### config.mk
export PLATFORM = sky130hd
export DESIGN_NAME = pirqfe_periph_irq
export DESIGN_NICKNAME = d
export VERILOG_FILES = /design/src/logic/pirqfe_pkg.sv /design/src/logic/pirqfe_flag_cell.sv /design/src/logic/pirqfe_periph_irq.sv
export SDC_FILE = /design/constraint.sdc
export NUM_CORES = 1
export LEC_CHECK = 0
export CORE_UTILIZATION = 55
export CTS_CLUSTER_SIZE = 20
export DETAILED_ROUTE_END_ITERATION = 10
export DONT_BUFFER_PORTS = 1
export GPL_ROUTABILITY_DRIVEN = 0
export PLACE_DENSITY = 0.71
export SYNTH_ARGS = -nofsm -noshare
export SYNTH_HDL_FRONTEND = slang
export SYNTH_SLANG_ARGS = --single-unit
### constraint.sdc
create_clock -name mclk -period 4.94 [get_ports mclk]
set_input_delay 0.988 -clock mclk [delete_from_list [all_inputs] [get_ports mclk]]
set_output_delay 0.988 -clock mclk [all_outputs]
set_load 0.05 [all_outputs]
### src/logic/pirqfe_pkg.sv
package pirqfe_pkg;

    // Register byte addresses
    localparam logic [7:0] FLAGS_A_ADDR = 8'h00;
    localparam logic [7:0] FLAGS_B_ADDR = 8'h04;
    localparam logic [7:0] ENABLES_A_ADDR = 8'h08;
    localparam logic [7:0] ENABLES_B_ADDR = 8'h0c;
    localparam logic [7:0] GATE_CTRL_ADDR = 8'h10;
    localparam logic [7:0] IRQ_STATUS_ADDR = 8'h14;
    localparam logic [7:0] IRQ_MASK_ADDR = 8'h18;

    // Field layout of gate control
    localparam int GATE_GLOBAL_BIT = 0;
    localparam int GATE_PERIPH_BIT = 1;
    localparam int GATE_PRIO_BIT = 2;

    // Flags that software may not clear (serial receive and transmit)
    localparam logic [7:0] FLAGS_A_HW_ONLY = 8'h30;
    // Implemented bits of the second flag and enable registers
    localparam logic [7:0] FLAGS_B_IMPL = 8'h1f;
    localparam logic [7:0] ENABLES_B_IMPL = 8'h1f;

    // Reset values
    localparam logic [7:0] FLAGS_RESET = 8'h00;
    localparam logic [7:0] ENABLES_RESET = 8'h00;
    localparam logic [2:0] GATE_RESET = 3'h0;
    localparam logic [1:0] IRQ_RESET = 2'h0;

    // Summary interrupt status bits
    localparam int IRQ_STAT_REQ_BIT = 0;
    localparam int IRQ_STAT_CORE_BIT = 1;

    localparam logic [31:0] READ_ZERO = 32'h0000_0000;

endpackage : pirqfe_pkg

### src/logic/pirqfe_flag_cell.sv
`timescale 1ns/1ns
`default_nettype none
module pirqfe_flag_cell
    import pirqfe_pkg::*;
(
    input wire logic flag,
    input wire logic enable,
    input wire logic event_in,
    input wire logic clearReq,
    output logic next_flag,
    output logic pass
);
    always_comb begin
        // Event wins over a same-cycle clear
        next_flag = event_in | (flag & ~clearReq);
        pass = flag & enable;
    end
endmodule : pirqfe_flag_cell
`default_nettype wire

### src/logic/pirqfe_periph_irq.sv
// The APB interface to the registers and the address map are this design's own decisions.
`timescale 1ns/1ns
`default_nettype none
// Overview of operation
// - Each flag except the two serial flags latches on its source event regardless of enables or gates; the serial flags follow their levels.
// - Flags live in two separate eight-bit flag registers, one bit per source.
// - Each source has its own enable bit in two separate enable registers.
// - With priority mode off, the peripheral gate must be one to pass requests to coreRequest.
// - Enable one passes the source request, enable zero blocks it.
// - Capture/compare A enable zero blocks its request; its flag still latches.
// - The priority mode bit is held outside this block's own flag logic.
module pirqfe_periph_irq
    import pirqfe_pkg::*;
(
    input wire logic mclk,
    input wire logic srst,
    input wire logic psel,
    input wire logic penable,
    input wire logic pwrite,
    input wire logic [7:0] paddr,
    input wire logic [31:0] pwdata,
    output logic [31:0] prdata,
    output logic pready,
    output logic pslverr,
    input wire logic [7:0] eventsA,
    input wire logic [7:0] eventsB,
    input wire logic priorityModeIn,
    input wire logic rxBufferFull,
    input wire logic txBufferEmpty,
    output logic periphRequest,
    output logic coreRequest,
    output logic irq
);

    typedef struct packed {
        logic [7:0] flagsA;
        logic [7:0] flagsB;
        logic [7:0] enablesA;
        logic [7:0] enablesB;
        logic globalGate;
        logic periphGate;
        logic prioMode;
        logic [1:0] irqStatus;
        logic [1:0] irqMask;
        logic [31:0] rdata;
        logic errFlag;
    } pirqfe_state_t;

    pirqfe_state_t st;
    pirqfe_state_t next_st;

    logic setup;
    logic access;
    logic wrAccess;
    logic rdAccess;
    logic hit;
    logic [15:0] allFlags;
    logic [15:0] allEnables;
    logic [15:0] allEvents;
    logic [15:0] allClears;
    logic [15:0] next_allFlags;
    logic [15:0] passBits;
    logic [7:0] wrByte;
    logic reqAny;
    logic coreAny;

    assign setup = psel & ~penable;
    assign access = psel & penable;
    assign wrAccess = access & pwrite;
    assign rdAccess = setup & ~pwrite;
    assign wrByte = pwdata[7:0];

    always_comb begin
        case (paddr)
            FLAGS_A_ADDR, FLAGS_B_ADDR, ENABLES_A_ADDR, ENABLES_B_ADDR,
            GATE_CTRL_ADDR, IRQ_STATUS_ADDR, IRQ_MASK_ADDR: hit = 1'b1;
            default: hit = 1'b0;
        endcase
    end

    // Serial flags track buffer state and ignore software clears
    assign allEvents = {eventsB & FLAGS_B_IMPL,
                        (eventsA & ~FLAGS_A_HW_ONLY)
                        | {2'b00, rxBufferFull, txBufferEmpty, 4'h0}};
    // Serial flags are cleared every cycle so that they follow their levels
    assign allClears = {(wrAccess && paddr == FLAGS_B_ADDR) ? ~wrByte : 8'h00,
                        ((wrAccess && paddr == FLAGS_A_ADDR) ? ~wrByte : 8'h00)
                        | FLAGS_A_HW_ONLY};
    assign allFlags = {st.flagsB, st.flagsA};
    assign allEnables = {st.enablesB, st.enablesA};

    // One cell per source; bit 2 is capture/compare A, bit 1 timer B match
    genvar gi;
    generate
        for (gi = 0; gi < 16; gi++) begin : g_src
            pirqfe_flag_cell u_cell (
                .flag(allFlags[gi]),
                .enable(allEnables[gi]),
                .event_in(allEvents[gi]),
                .clearReq(allClears[gi]),
                .next_flag(next_allFlags[gi]),
                .pass(passBits[gi])
            );
        end
    endgenerate

    assign reqAny = |passBits;
    // Priority mode on bypasses the peripheral gate; the global gate still applies
    assign coreAny = reqAny & st.globalGate
                     & (st.periphGate | st.prioMode);

    always_comb begin
        next_st = st;
        next_st.flagsA = next_allFlags[7:0];
        next_st.flagsB = next_allFlags[15:8] & FLAGS_B_IMPL;
        next_st.prioMode = priorityModeIn;
        if (wrAccess) begin
            case (paddr)
                ENABLES_A_ADDR: next_st.enablesA = wrByte;
                ENABLES_B_ADDR: next_st.enablesB = wrByte & ENABLES_B_IMPL;
                GATE_CTRL_ADDR: begin
                    next_st.globalGate = wrByte[GATE_GLOBAL_BIT];
                    next_st.periphGate = wrByte[GATE_PERIPH_BIT];
                end
                IRQ_MASK_ADDR: next_st.irqMask = wrByte[1:0];
                default: ;
            endcase
        end
        // Write one to clear; a new event in the same cycle wins
        if (wrAccess && paddr == IRQ_STATUS_ADDR) begin
            next_st.irqStatus = st.irqStatus & ~wrByte[1:0];
        end
        if (reqAny) begin
            next_st.irqStatus[IRQ_STAT_REQ_BIT] = 1'b1;
        end
        if (coreAny) begin
            next_st.irqStatus[IRQ_STAT_CORE_BIT] = 1'b1;
        end
        if (setup) begin
            next_st.errFlag = ~hit;
        end
        if (rdAccess) begin
            case (paddr)
                FLAGS_A_ADDR: next_st.rdata = {24'h0, st.flagsA};
                FLAGS_B_ADDR: next_st.rdata = {24'h0, st.flagsB};
                ENABLES_A_ADDR: next_st.rdata = {24'h0, st.enablesA};
                ENABLES_B_ADDR: next_st.rdata = {24'h0, st.enablesB};
                GATE_CTRL_ADDR: next_st.rdata = {29'h0, st.prioMode,
                                                 st.periphGate, st.globalGate};
                IRQ_STATUS_ADDR: next_st.rdata = {30'h0, st.irqStatus};
                IRQ_MASK_ADDR: next_st.rdata = {30'h0, st.irqMask};
                default: next_st.rdata = READ_ZERO;
            endcase
        end
    end

    always_ff @(posedge mclk) begin
        if (srst) begin
            st.flagsA <= FLAGS_RESET;
            st.flagsB <= FLAGS_RESET;
            st.enablesA <= ENABLES_RESET;
            st.enablesB <= ENABLES_RESET;
            st.globalGate <= GATE_RESET[GATE_GLOBAL_BIT];
            st.periphGate <= GATE_RESET[GATE_PERIPH_BIT];
            st.prioMode <= GATE_RESET[GATE_PRIO_BIT];
            st.irqStatus <= IRQ_RESET;
            st.irqMask <= IRQ_RESET;
            st.rdata <= READ_ZERO;
            st.errFlag <= 1'b0;
        end else begin
            st <= next_st;
        end
    end

    // Read data is captured in setup, so every access completes in one cycle
    assign pready = 1'b1;
    assign pslverr = access & st.errFlag;
    assign prdata = st.rdata;
    assign periphRequest = reqAny;
    assign coreRequest = coreAny;
    assign irq = |(st.irqStatus & st.irqMask);

endmodule : pirqfe_periph_irq
`default_nettype wire

==> impl_metrics.tcl, run 1 <==
set metrics [dict create \
    status "completed" \
    synthArstFlopShare_pct 0 \
    hold_path_depth 2 \
    setup_ws_ns 2.324 \
    hpwl_mm 3.200 \
    synth.most_common_cell "dfxtp_1" \
    power_density_nw_per_um2 302.5 \
    grt_use_total_pct 22.14 \
    yosys-mux-area-fraction_pct 13.52 \
    ys_seq_area_share_pct 38.18 \
    synth_top_family_by_area "simple AND/OR/NAND/NOR gates" \
    cp_slowest_cell "a222oi_1" \
    ff2ff_path_depth 4 \
    grt_pass1_vias 1419 \
    cts_tree "yes" \
    cts_buffers 5 \
    fp.dieArea_um2 4261 \
    fin_crit_sh_pct 52.97 \
    ctsResizeCount 0 \
    cp_top_family "compound AO/OA/AOI/OAI gates" \
    clock_latency_ns 0.30 \
    regToRegEndpoint "prdata[2]" \
    drc 0 \
    rsz0062_at_grt "no" \
    setup_viol 0 \
    cts_buffer_depth 2 \
    die_w_um 65.28 \
    cts_htree_levels 2 \
    synthCells 242 \
    min_to "allFlags[9]" \
    die_y_um 65.28 \
    wl_mm 4.423 \
    clock-sinks 42 \
    floorplan.initialDensity_pct 58.82 \
    grt-ovfl-total 0 \
    worstMarginPinSlew_ns 0.9131 \
    synth_fa_ha_area_share_pct 0 \
    num_antenna_cells 0 \
    synth_commonest_cells "dfxtp_1 (42), buf_4 (33), nor2_1 (24)" \
    drive_gt1_share_pct 6.987 \
    rows 22 \
    synth.top_cell.area_share_pct 38.18 \
    critical_path_arrival_ns 1.63 \
    path_cells "a222oi_1 > nand3_1 > o21bai_1 > inv_1" \
    yosys_most_used_dff "dfxtp_1" \
    critPathKind "reg -> out" \
    yosysTopAreaCell "dfxtp_1" \
    finish.net_count 292 \
    hold_viol 0 \
    place_ws_ns 2.240 \
    cts_root_buffer "clkbuf_8" \
    critPathRequiredTime_ns 3.95 \
    skew_ns 0.005973 \
    path_buf_inv 1 \
    final_util_pct 57.25 \
    slew_viol_final 0 \
    ys_seq_elements 42 \
    r2r_start "allEnables[10]" \
    critPathCaptureType "output pin" \
    first_iter_violations 92 \
    synth_compound_area_share_pct 15.06 \
    drt_first_pass_iters 4 \
    path_clk_slew_ns 0.07 \
    cts_hold_buf 0 \
    yosys.area_share.simple_pct 17.22 \
    num_vias 1606 \
    critPathMaxStageDelay_ns 0.38 \
    hp-class "reg -> reg" \
    num_io_pins 101 \
    antenna_found_initial 0 \
    yosys-top-cells-area "dfxtp_1 (38%), buf_4 (11%), mux2i_1 (10%)" \
    viasPerCell 5.798 \
    postCtsSetupRepairBufs 0 \
    wl_per_cell_um 15.97 \
    ir_drop_mv 0.2179 \
    ant_nets 0 \
    grt_start_max_net_pins 44 \
    drv_cap 0 \
    startpoint_type "flip-flop" \
    synthToLayoutAreaGrowth_pct -2.670 \
    tns_ns 0 \
    ys_types 37 \
    synth-edff-count 0 \
    critPathMaxFanout 3 \
    yosys.area_share.xor_xnor_pct 0 \
    fillCellCount 364 \
    hp-start "allFlags[9]" \
    fin_crit_ns 2.616 \
    r2r_slack_ns 3.56 \
    synth.avg_cell_area_um2 9.100 \
    yosys_warnings 0 \
    grt_pass1_wl_mm 6.906 \
    slew_headroom_pct 38.27 \
    max_freq_ghz 0.3822 \
    io_buffers 0 \
    power_leakage_uw 0.0008472 \
    syn_area_um2 2202 \
    core_area_um2 3744 \
]
## where the power goes
group	total (uW)	leakage, uW	internal (uW)	switching (uW)
Clock	227	0.0000482	113	114
Sequential	353	0.000343	347	6.18
Combinational	68.7	0.000456	14.3	54.4
## registers in the layout, indices dropped and copies added (netlist names)
name and count:
prdata 8, allEnables 13, st 8, allFlags 13
## worst reg2reg max path: stages (launching register included)
cell and delay [ns]:
dfxtp_1 0.33, mux4_2 0.47, nor2b_1 0.14, a31oi_1 0.21, o21ai_0 0.12
## cell usage in the layout (no fill, tap or decap), drive strengths merged, types with 4 or more instances in the layout
cell type and n:
dfxtp 42, conb 25, nor2 24, mux2i 23, o21ai 17, inv 13
a21oi 13, a22oi 10, clkbuf 7, nor2b 5, nand3 4, a22o 4
nor4b 4
## stage by stage
stage                     cell area, um2  std cells  total power (uW)  hold slack, ns
after floorplan                     2288        265             447.9          0.4581
after global placement              2052        269             428.4          0.4745
after detailed placement            2052        269             429.3          0.4787
after CTS                           2143        277             653.6          0.4896
after global routing                2143        277             677.0          0.5134
final                               2143        277             648.5          0.4911
## area by class of cell
type | instances | area, um2 | area share, %
multi-input combinational | 166 | 1102 | 51.43
sequential | 42 | 840.8 | 39.23
clock buffer | 7 | 86.33 | 4.028
tap | 48 | 60.06 | 2.802
inverter | 13 | 48.80 | 2.277
clock inverter | 1 | 5.005 | 0.2335
## how the worst max path moves through the flow
stage / startpoint / end / slack [ns] / depth (start not counted)
2_1_floorplan: paddr[2] / allFlags[0] / 2.44 / 4
3_3_place_gp: paddr[2] / allEnables[4] / 2.24 / 4
3_5_place_dp: paddr[2] / allEnables[5] / 2.24 / 4
4_1_cts: allFlags[9] / coreRequest / 2.29 / 4
5_1_grt: allFlags[9] / coreRequest / 2.20 / 4
6_report: allFlags[9] / coreRequest / 2.32 / 4
## kinds of logic after synthesis
family                 count (synthesis)
AOI/OAI and AO/OA                     53
buffers and inverters                 57
DFF                                   42
muxes                                 26
other                                  2
and+or+nand+nor                       62
## layer usage
metal  global-route usage, %  vias up  routed length (um)
li1                        -      775                   -
met1                   28.39      760                1964
met2                   33.38       63                2063
met3                   7.813        8                 332
met4                   9.511        0                  62
met5                       0        -                   0
Note: power is estimated with default switching activity, not from simulation.
==> run 2, diff against run 1 <==
--- a/config.mk
+++ b/config.mk
@@ -5,12 +5,13 @@
 export SDC_FILE = /design/constraint.sdc
 export NUM_CORES = 1
 export LEC_CHECK = 0
+export ABC_AREA = 1
 export CORE_UTILIZATION = 55
 export CTS_CLUSTER_SIZE = 20
 export DETAILED_ROUTE_END_ITERATION = 10
 export DONT_BUFFER_PORTS = 1
 export GPL_ROUTABILITY_DRIVEN = 0
-export PLACE_DENSITY = 0.71
+export PLACE_DENSITY = 0.74
 export SYNTH_ARGS = -nofsm -noshare
 export SYNTH_HDL_FRONTEND = slang
 export SYNTH_SLANG_ARGS = --single-unit
==> constraint.sdc (replaced) <==
create_clock -name mclk -period 2.16 [get_ports mclk]
set_input_delay 0.432 -clock mclk [delete_from_list [all_inputs] [get_ports mclk]]
set_output_delay 0.432 -clock mclk [all_outputs]
set_load 0.05 [all_outputs]
==> run 2 against run 1 <==
- worst setup slack worse by 2.0 ns
- sequential power up 130%
- clock skew increased by 0.0044 ns
- register-to-register slack got worse by 2.5 ns
- cell count rose by 35%
- via count rose by 20%
- final area increased by 6.5%
- count of clock-buffer cells in the layout fell by 1
- synthesized cell count is 37% higher
- core utilization is 0.17 points lower
==> impl_metrics.tcl, run 2 <==
set metrics [dict create \
    slew_viol_final 0 \
    core_area_um2 4000 \
    drt_first_pass_iters 4 \
    ys_seq_elements 42 \
    first_iter_violations 129 \
    slew_headroom_pct 65.29 \
    startpoint_type "flip-flop" \
    synth.top_cell.area_share_pct 36.46 \
    yosys-top-cells-area "dfxtp_1 (36%), buf_4 (11%), nand2_1 (11%)" \
    critPathKind "reg -> out" \
    finish.net_count 388 \
    postCtsSetupRepairBufs 0 \
    wl_mm 4.672 \
    clock_latency_ns 0.30 \
    synthCells 331 \
    power_density_nw_per_um2 661.1 \
    cts_hold_buf 0 \
    combPwrFrac_pct 11.4 \
    viasPerCell 5.155 \
    critPathMaxFanout 3 \
    tns_ns 0 \
    ant_nets 0 \
    setup_viol 0 \
    dp.cells 367 \
    cts_tree "yes" \
    fin_crit_ns 1.825 \
    yosysTopAreaCell "dfxtp_1" \
    cts_buffers 5 \
    p_total_uw 1510 \
    die_y_um 66.75 \
    fp.dieArea_um2 4456 \
    max_freq_ghz 0.5480 \
    path_clk_slew_ns 0.08 \
    num_io_pins 101 \
    synth_commonest_cells "nand2_1 (66), dfxtp_1 (42), buf_4 (33)" \
    status "completed" \
    switching_share_pct 28.77 \
    num_vias 1933 \
    final_common_cell "nand2_1" \
    rsz0062_at_grt "no" \
    cts_htree_levels 2 \
    fillCellCount 433 \
    hpwl_mm 3.517 \
    synthToLayoutAreaGrowth_pct -0.9767 \
    multi_input_comb_area_um2 1130 \
    grt_use_total_pct 22.74 \
    ys_seq_area_share_pct 36.46 \
    critPathCaptureType "output pin" \
    p_int_uw 1075 \
    cts_buffer_depth 2 \
    cts_root_buffer "clkbuf_8" \
    synth.avg_cell_area_um2 6.967 \
    grt-ovfl-total 0 \
    seq_power_share_pct 53.5 \
    synth-edff-count 0 \
    die_w_um 66.75 \
    drive_gt1_share_pct 9.538 \
    ys_types 28 \
    fin_crit_sh_pct 84.48 \
    hold_slack_ns 0.1861 \
    rows 23 \
    ir_drop_mv 0.4386 \
    yosys_most_used_dff "dfxtp_1" \
    final_util_pct 57.08 \
    syn_area_um2 2306 \
    critPathRequiredTime_ns 1.73 \
    grt_pass1_wl_mm 7.417 \
    grt_pass1_vias 1685 \
    mostFrequentLayoutCells "nand2_1 (66), dfxtp_1 (42), inv_1 (32), a21oi_1 (30), o21ai_0 (30)" \
    skew_ns 0.01035 \
    num_antenna_cells 0 \
    hp-class "in -> reg" \
    worstMarginPinSlew_ns 0.5199 \
    io_buffers 0 \
    regArea_um2 840.8 \
    crit_start "allFlags[1]" \
    grt_start_max_net_pins 27 \
    synth.most_common_cell "nand2_1" \
    r2r_start "allFlags[9]" \
    ctsResizeCount 0 \
    antenna_found_initial 0 \
    power_frac_clock_pct 35.0 \
    hold_viol 0 \
    floorplan.initialDensity_pct 57.65 \
    hp-start "srst" \
    yosys_warnings 0 \
    critical_path_arrival_ns 1.39 \
    power_switching_uw 434.4 \
    power_leakage_uw 0.001005 \
    drv_cap 0 \
    fin_cells 375 \
    drc 0 \
    wl_per_cell_um 12.46 \
    synthArstFlopShare_pct 0 \
    clock-sinks 42 \
]
==> run 2: changes by cell type after synthesis, moves of 10 or more <==
cell	change
inv_1	+19
a21oi_1	+17
a22oi_1	-10
nand2_1	+63
mux2i_1	-23
o21ai_0	+13
nand3_1	+22
==> run 2: cell families after synthesis <==
| group | synth area share (%) |
|---|---|
| AND/OR/NAND/NOR | 30.06 |
| buffers and inverters | 18.29 |
| flip-flops | 36.46 |
| other | 0.3257 |
| AO/OA/AOI/OAI | 14.87 |
==> run 2: final timing paths <==
path	to	slack (ns)	depth (start not counted)
worst max-delay path	coreRequest	0.34	6
worst max register to register	st[36]	1.11	6
worst min register to register	allEnables[7]	0.47	2
worst min-delay path	allFlags[1]	0.19	1
==> run 2: cell type report <==
type | count | area share [%]
Clock inverter | 2 | 0.5479
Inverter | 37 | 6.466
Sequential cell | 42 | 36.82
Timing Repair Buffer | 1 | 0.3288
Clock buffer | 6 | 3.616
Tap cell | 50 | 2.740
Multi-Input combinational cell | 237 | 49.48
==> run 2: power groups by stage <==
stage	registers (uW)	clock network, uW	logic [uW]
after global routing	810	563	189
after CTS	808	532	173
after detailed placement	826	0	173
final	808	529	173
after global placement	826	0	170
after floorplan	820	0	204
==> run 2: worst max-delay path, cell delays in order (launching register included) <==
cell	delay, ns
dfxtp_1	0.38
nand2_1	0.08
nand4_1	0.09
nor2_1	0.06
nand2_1	0.09
nand2_1	0.07
inv_1	0.32
==> run 2: metrics by stage <==
stage                     instance area, um2  setup WS [ns]
after CTS                               2283         0.3179
after floorplan                         2392         0.4094
final                                   2283         0.3352
after global placement                  2188         0.6389
after global routing                    2283         0.2538
after detailed placement                2188         0.6048
==> run 2: routing by layer <==
metal	global-route usage [%]	share of wire [%]
met1	29.97	46
met3	5.479	7.2
met4	7.979	1.5
met2	35.86	45
met5	0	0
==> run 3, diff against run 2 <==
--- a/config.mk
+++ b/config.mk
@@ -5,13 +5,13 @@
 export SDC_FILE = /design/constraint.sdc
 export NUM_CORES = 1
 export LEC_CHECK = 0
-export ABC_AREA = 1
+export ABC_AREA = 0
 export CORE_UTILIZATION = 55
 export CTS_CLUSTER_SIZE = 20
 export DETAILED_ROUTE_END_ITERATION = 10
 export DONT_BUFFER_PORTS = 1
 export GPL_ROUTABILITY_DRIVEN = 0
-export PLACE_DENSITY = 0.74
+export PLACE_DENSITY = 0.71
 export SYNTH_ARGS = -nofsm -noshare
 export SYNTH_HDL_FRONTEND = slang
 export SYNTH_SLANG_ARGS = --single-unit
==> constraint.sdc (replaced) <==
create_clock -name mclk -period 1.9 [get_ports mclk]
set_input_delay 0.38 -clock mclk [delete_from_list [all_inputs] [get_ports mclk]]
set_output_delay 0.38 -clock mclk [all_outputs]
set_load 0.05 [all_outputs]
==> run 3 against run 2 <==
- first-iteration DRC count shrank 12%
- sequential power grew 14%
- wire length shrank 4.3%
- worst setup slack lost 0.36 ns
- critical path depth shrank 2
- flip-flop and latch count is the same
- critical path type unchanged
- clock power grew 34%
- final area shrank 0.27%
- the flow now finishes with violations (negative setup slack)
- power grew 20%
==> impl_metrics.tcl, run 3 (synthesis gave the netlist of run 1 again) <==
set metrics [dict create \
    fp.dieArea_um2 4261 \
    critical_path_arrival_ns 1.54 \
    status "complete, but fails checks" \
    rsz0062_at_grt "yes" \
    first_iter_violations 114 \
    grt_start_max_net_pins 44 \
    hpwl_mm 3.333 \
    num_antenna_cells 0 \
    critPathMaxFanout 3 \
    startpoint_type "flip-flop" \
    clock-sinks 42 \
    rows 22 \
    drive_gt1_share_pct 13.75 \
    grt-ovfl-total 0 \
    hold_slack_ns 0.1518 \
    drc 0 \
    antenna_found_initial 0 \
    violations "negative setup slack" \
    num_io_pins 101 \
    drt_first_pass_iters 4 \
    num_vias 1666 \
    viasPerCell 5.785 \
    cts_hold_buf 0 \
    worstMarginPinSlew_ns 0.5170 \
    finish.net_count 304 \
    critPathCaptureType "output pin" \
    wl_mm 4.470 \
    fin_crit_ns 1.921 \
    slew_headroom_pct 65.49 \
    skew_ns 0.009438 \
    io_buffers 0 \
    clock_latency_ns 0.29 \
    core_area_um2 3744 \
    cts_root_buffer "clkbuf_8" \
    path_clk_slew_ns 0.08 \
    die_w_um 65.28 \
    hold_viol 0 \
    wl_per_cell_um 15.52 \
    power_leakage_uw 0.0009040 \
    cts_tree "yes" \
    floorplan.initialDensity_pct 58.82 \
    mostFrequentLayoutCells "dfxtp_1 (41), conb_1 (25), mux2i_1 (23), nor2_1 (23), o21ai_0 (17)" \
    grt_pass1_vias 1461 \
    cts_htree_levels 2 \
    critPathKind "reg -> out" \
    ant_nets 0 \
    grt_pass1_wl_mm 7.058 \
    drv_cap 0 \
    p_total_uw 1812 \
    slew_viol_final 0 \
    max_freq_ghz 0.5204 \
    hp-class "in -> reg" \
    die_y_um 65.28 \
    setup_viol 1 \
    final_common_cell "dfxtp_1" \
    fin_crit_sh_pct 101.1 \
    ir_drop_mv 0.5931 \
    cts_buffers 5 \
    grt_use_total_pct 22.20 \
    cts_buffer_depth 2 \
    stdcell_area_um2 2277 \
    fillCellCount 341 \
    synthToLayoutAreaGrowth_pct 3.409 \
    critPathRequiredTime_ns 1.52 \
    dpl_cell_area_um2 2140 \
    power_density_nw_per_um2 795.8 \
    setup_ws_ns -0.02145 \
]
## run 3: changes by cell type in the layout (fill, tap and decap cells not counted), sizes merged, moves of 5 or more
cell / change
a22oi: +10
nor2: -16
mux2i: +23
o21ai: -15
inv: -22
nor2b: +5
nand3: -23
a21oi: -19
buf: +11
nand2: -67
## run 3: power by group
| group | total (uW) | internal [uW] | switching (uW) |
|---|---|---|---|
| Combinational | 184 | 42.7 | 142 |
| Clock | 710 | 420 | 290 |
| Sequential | 918 | 902 | 16.3 |
## run 3: cell type report
cell class	count	area, um2	area share [%]
Clock buffer	6	82.58	3.626
Clock inverter	1	30.03	1.319
Inverter	13	51.30	2.253
Multi-Input combinational cell	166	1109	48.68
Sequential cell	42	842.1	36.98
Tap cell	48	60.06	2.637
Timing Repair Buffer	12	102.6	4.505
## run 3: stage by stage
stage | utilization (%) | cells | setup TNS (ns) | worst slack [ns]
finish | 60.83 | 288 | -0.02145 | -0.02145
global route | 60.83 | 288 | -0.1802 | -0.1177
CTS | 60.33 | 286 | -0.02826 | -0.02826
detailed placement | 57.15 | 279 | -0.9081 | -0.1612
global placement | 57.15 | 279 | -0.7344 | -0.1296
floorplan | - | 265 | 0 | 0.007320
## run 3: final timing paths
check                                    from     endpoint  slack [ns]  cells after the start
worst max register to register  allEnables[9]       st[36]        0.46                      5
worst min-delay path                     srst    prdata[3]        0.15                      1
worst max-delay path            allEnables[9]  coreRequest       -0.02                      4
worst min register to register    allFlags[8]  allFlags[8]        0.50                      2
## run 3: worst max-delay path, stage by stage (launching register included)
cell and delay [ns]:
dfxtp_2 0.33, a222oi_1 0.36, nand3_1 0.18, o21bai_2 0.25
inv_4 0.12
## run 3: routing by layer
| layer | vias to the layer above | routed length [um] | global-route usage, % |
|---|---|---|---|
| met5 | - | 0 | 0 |
| met4 | 0 | 29 | 6.522 |
| met3 | 4 | 351 | 7.813 |
| met2 | 61 | 2155 | 36.21 |
| met1 | 799 | 1933 | 27.38 |
| li1 | 802 | - | - |
## run 3: repair_timing
item                                    in CTS  in global routing
buffers inserted                             0                  2
endpoints found under the setup margin       2                  2
pin swaps                                    1                  4
resized for setup                            4                  2
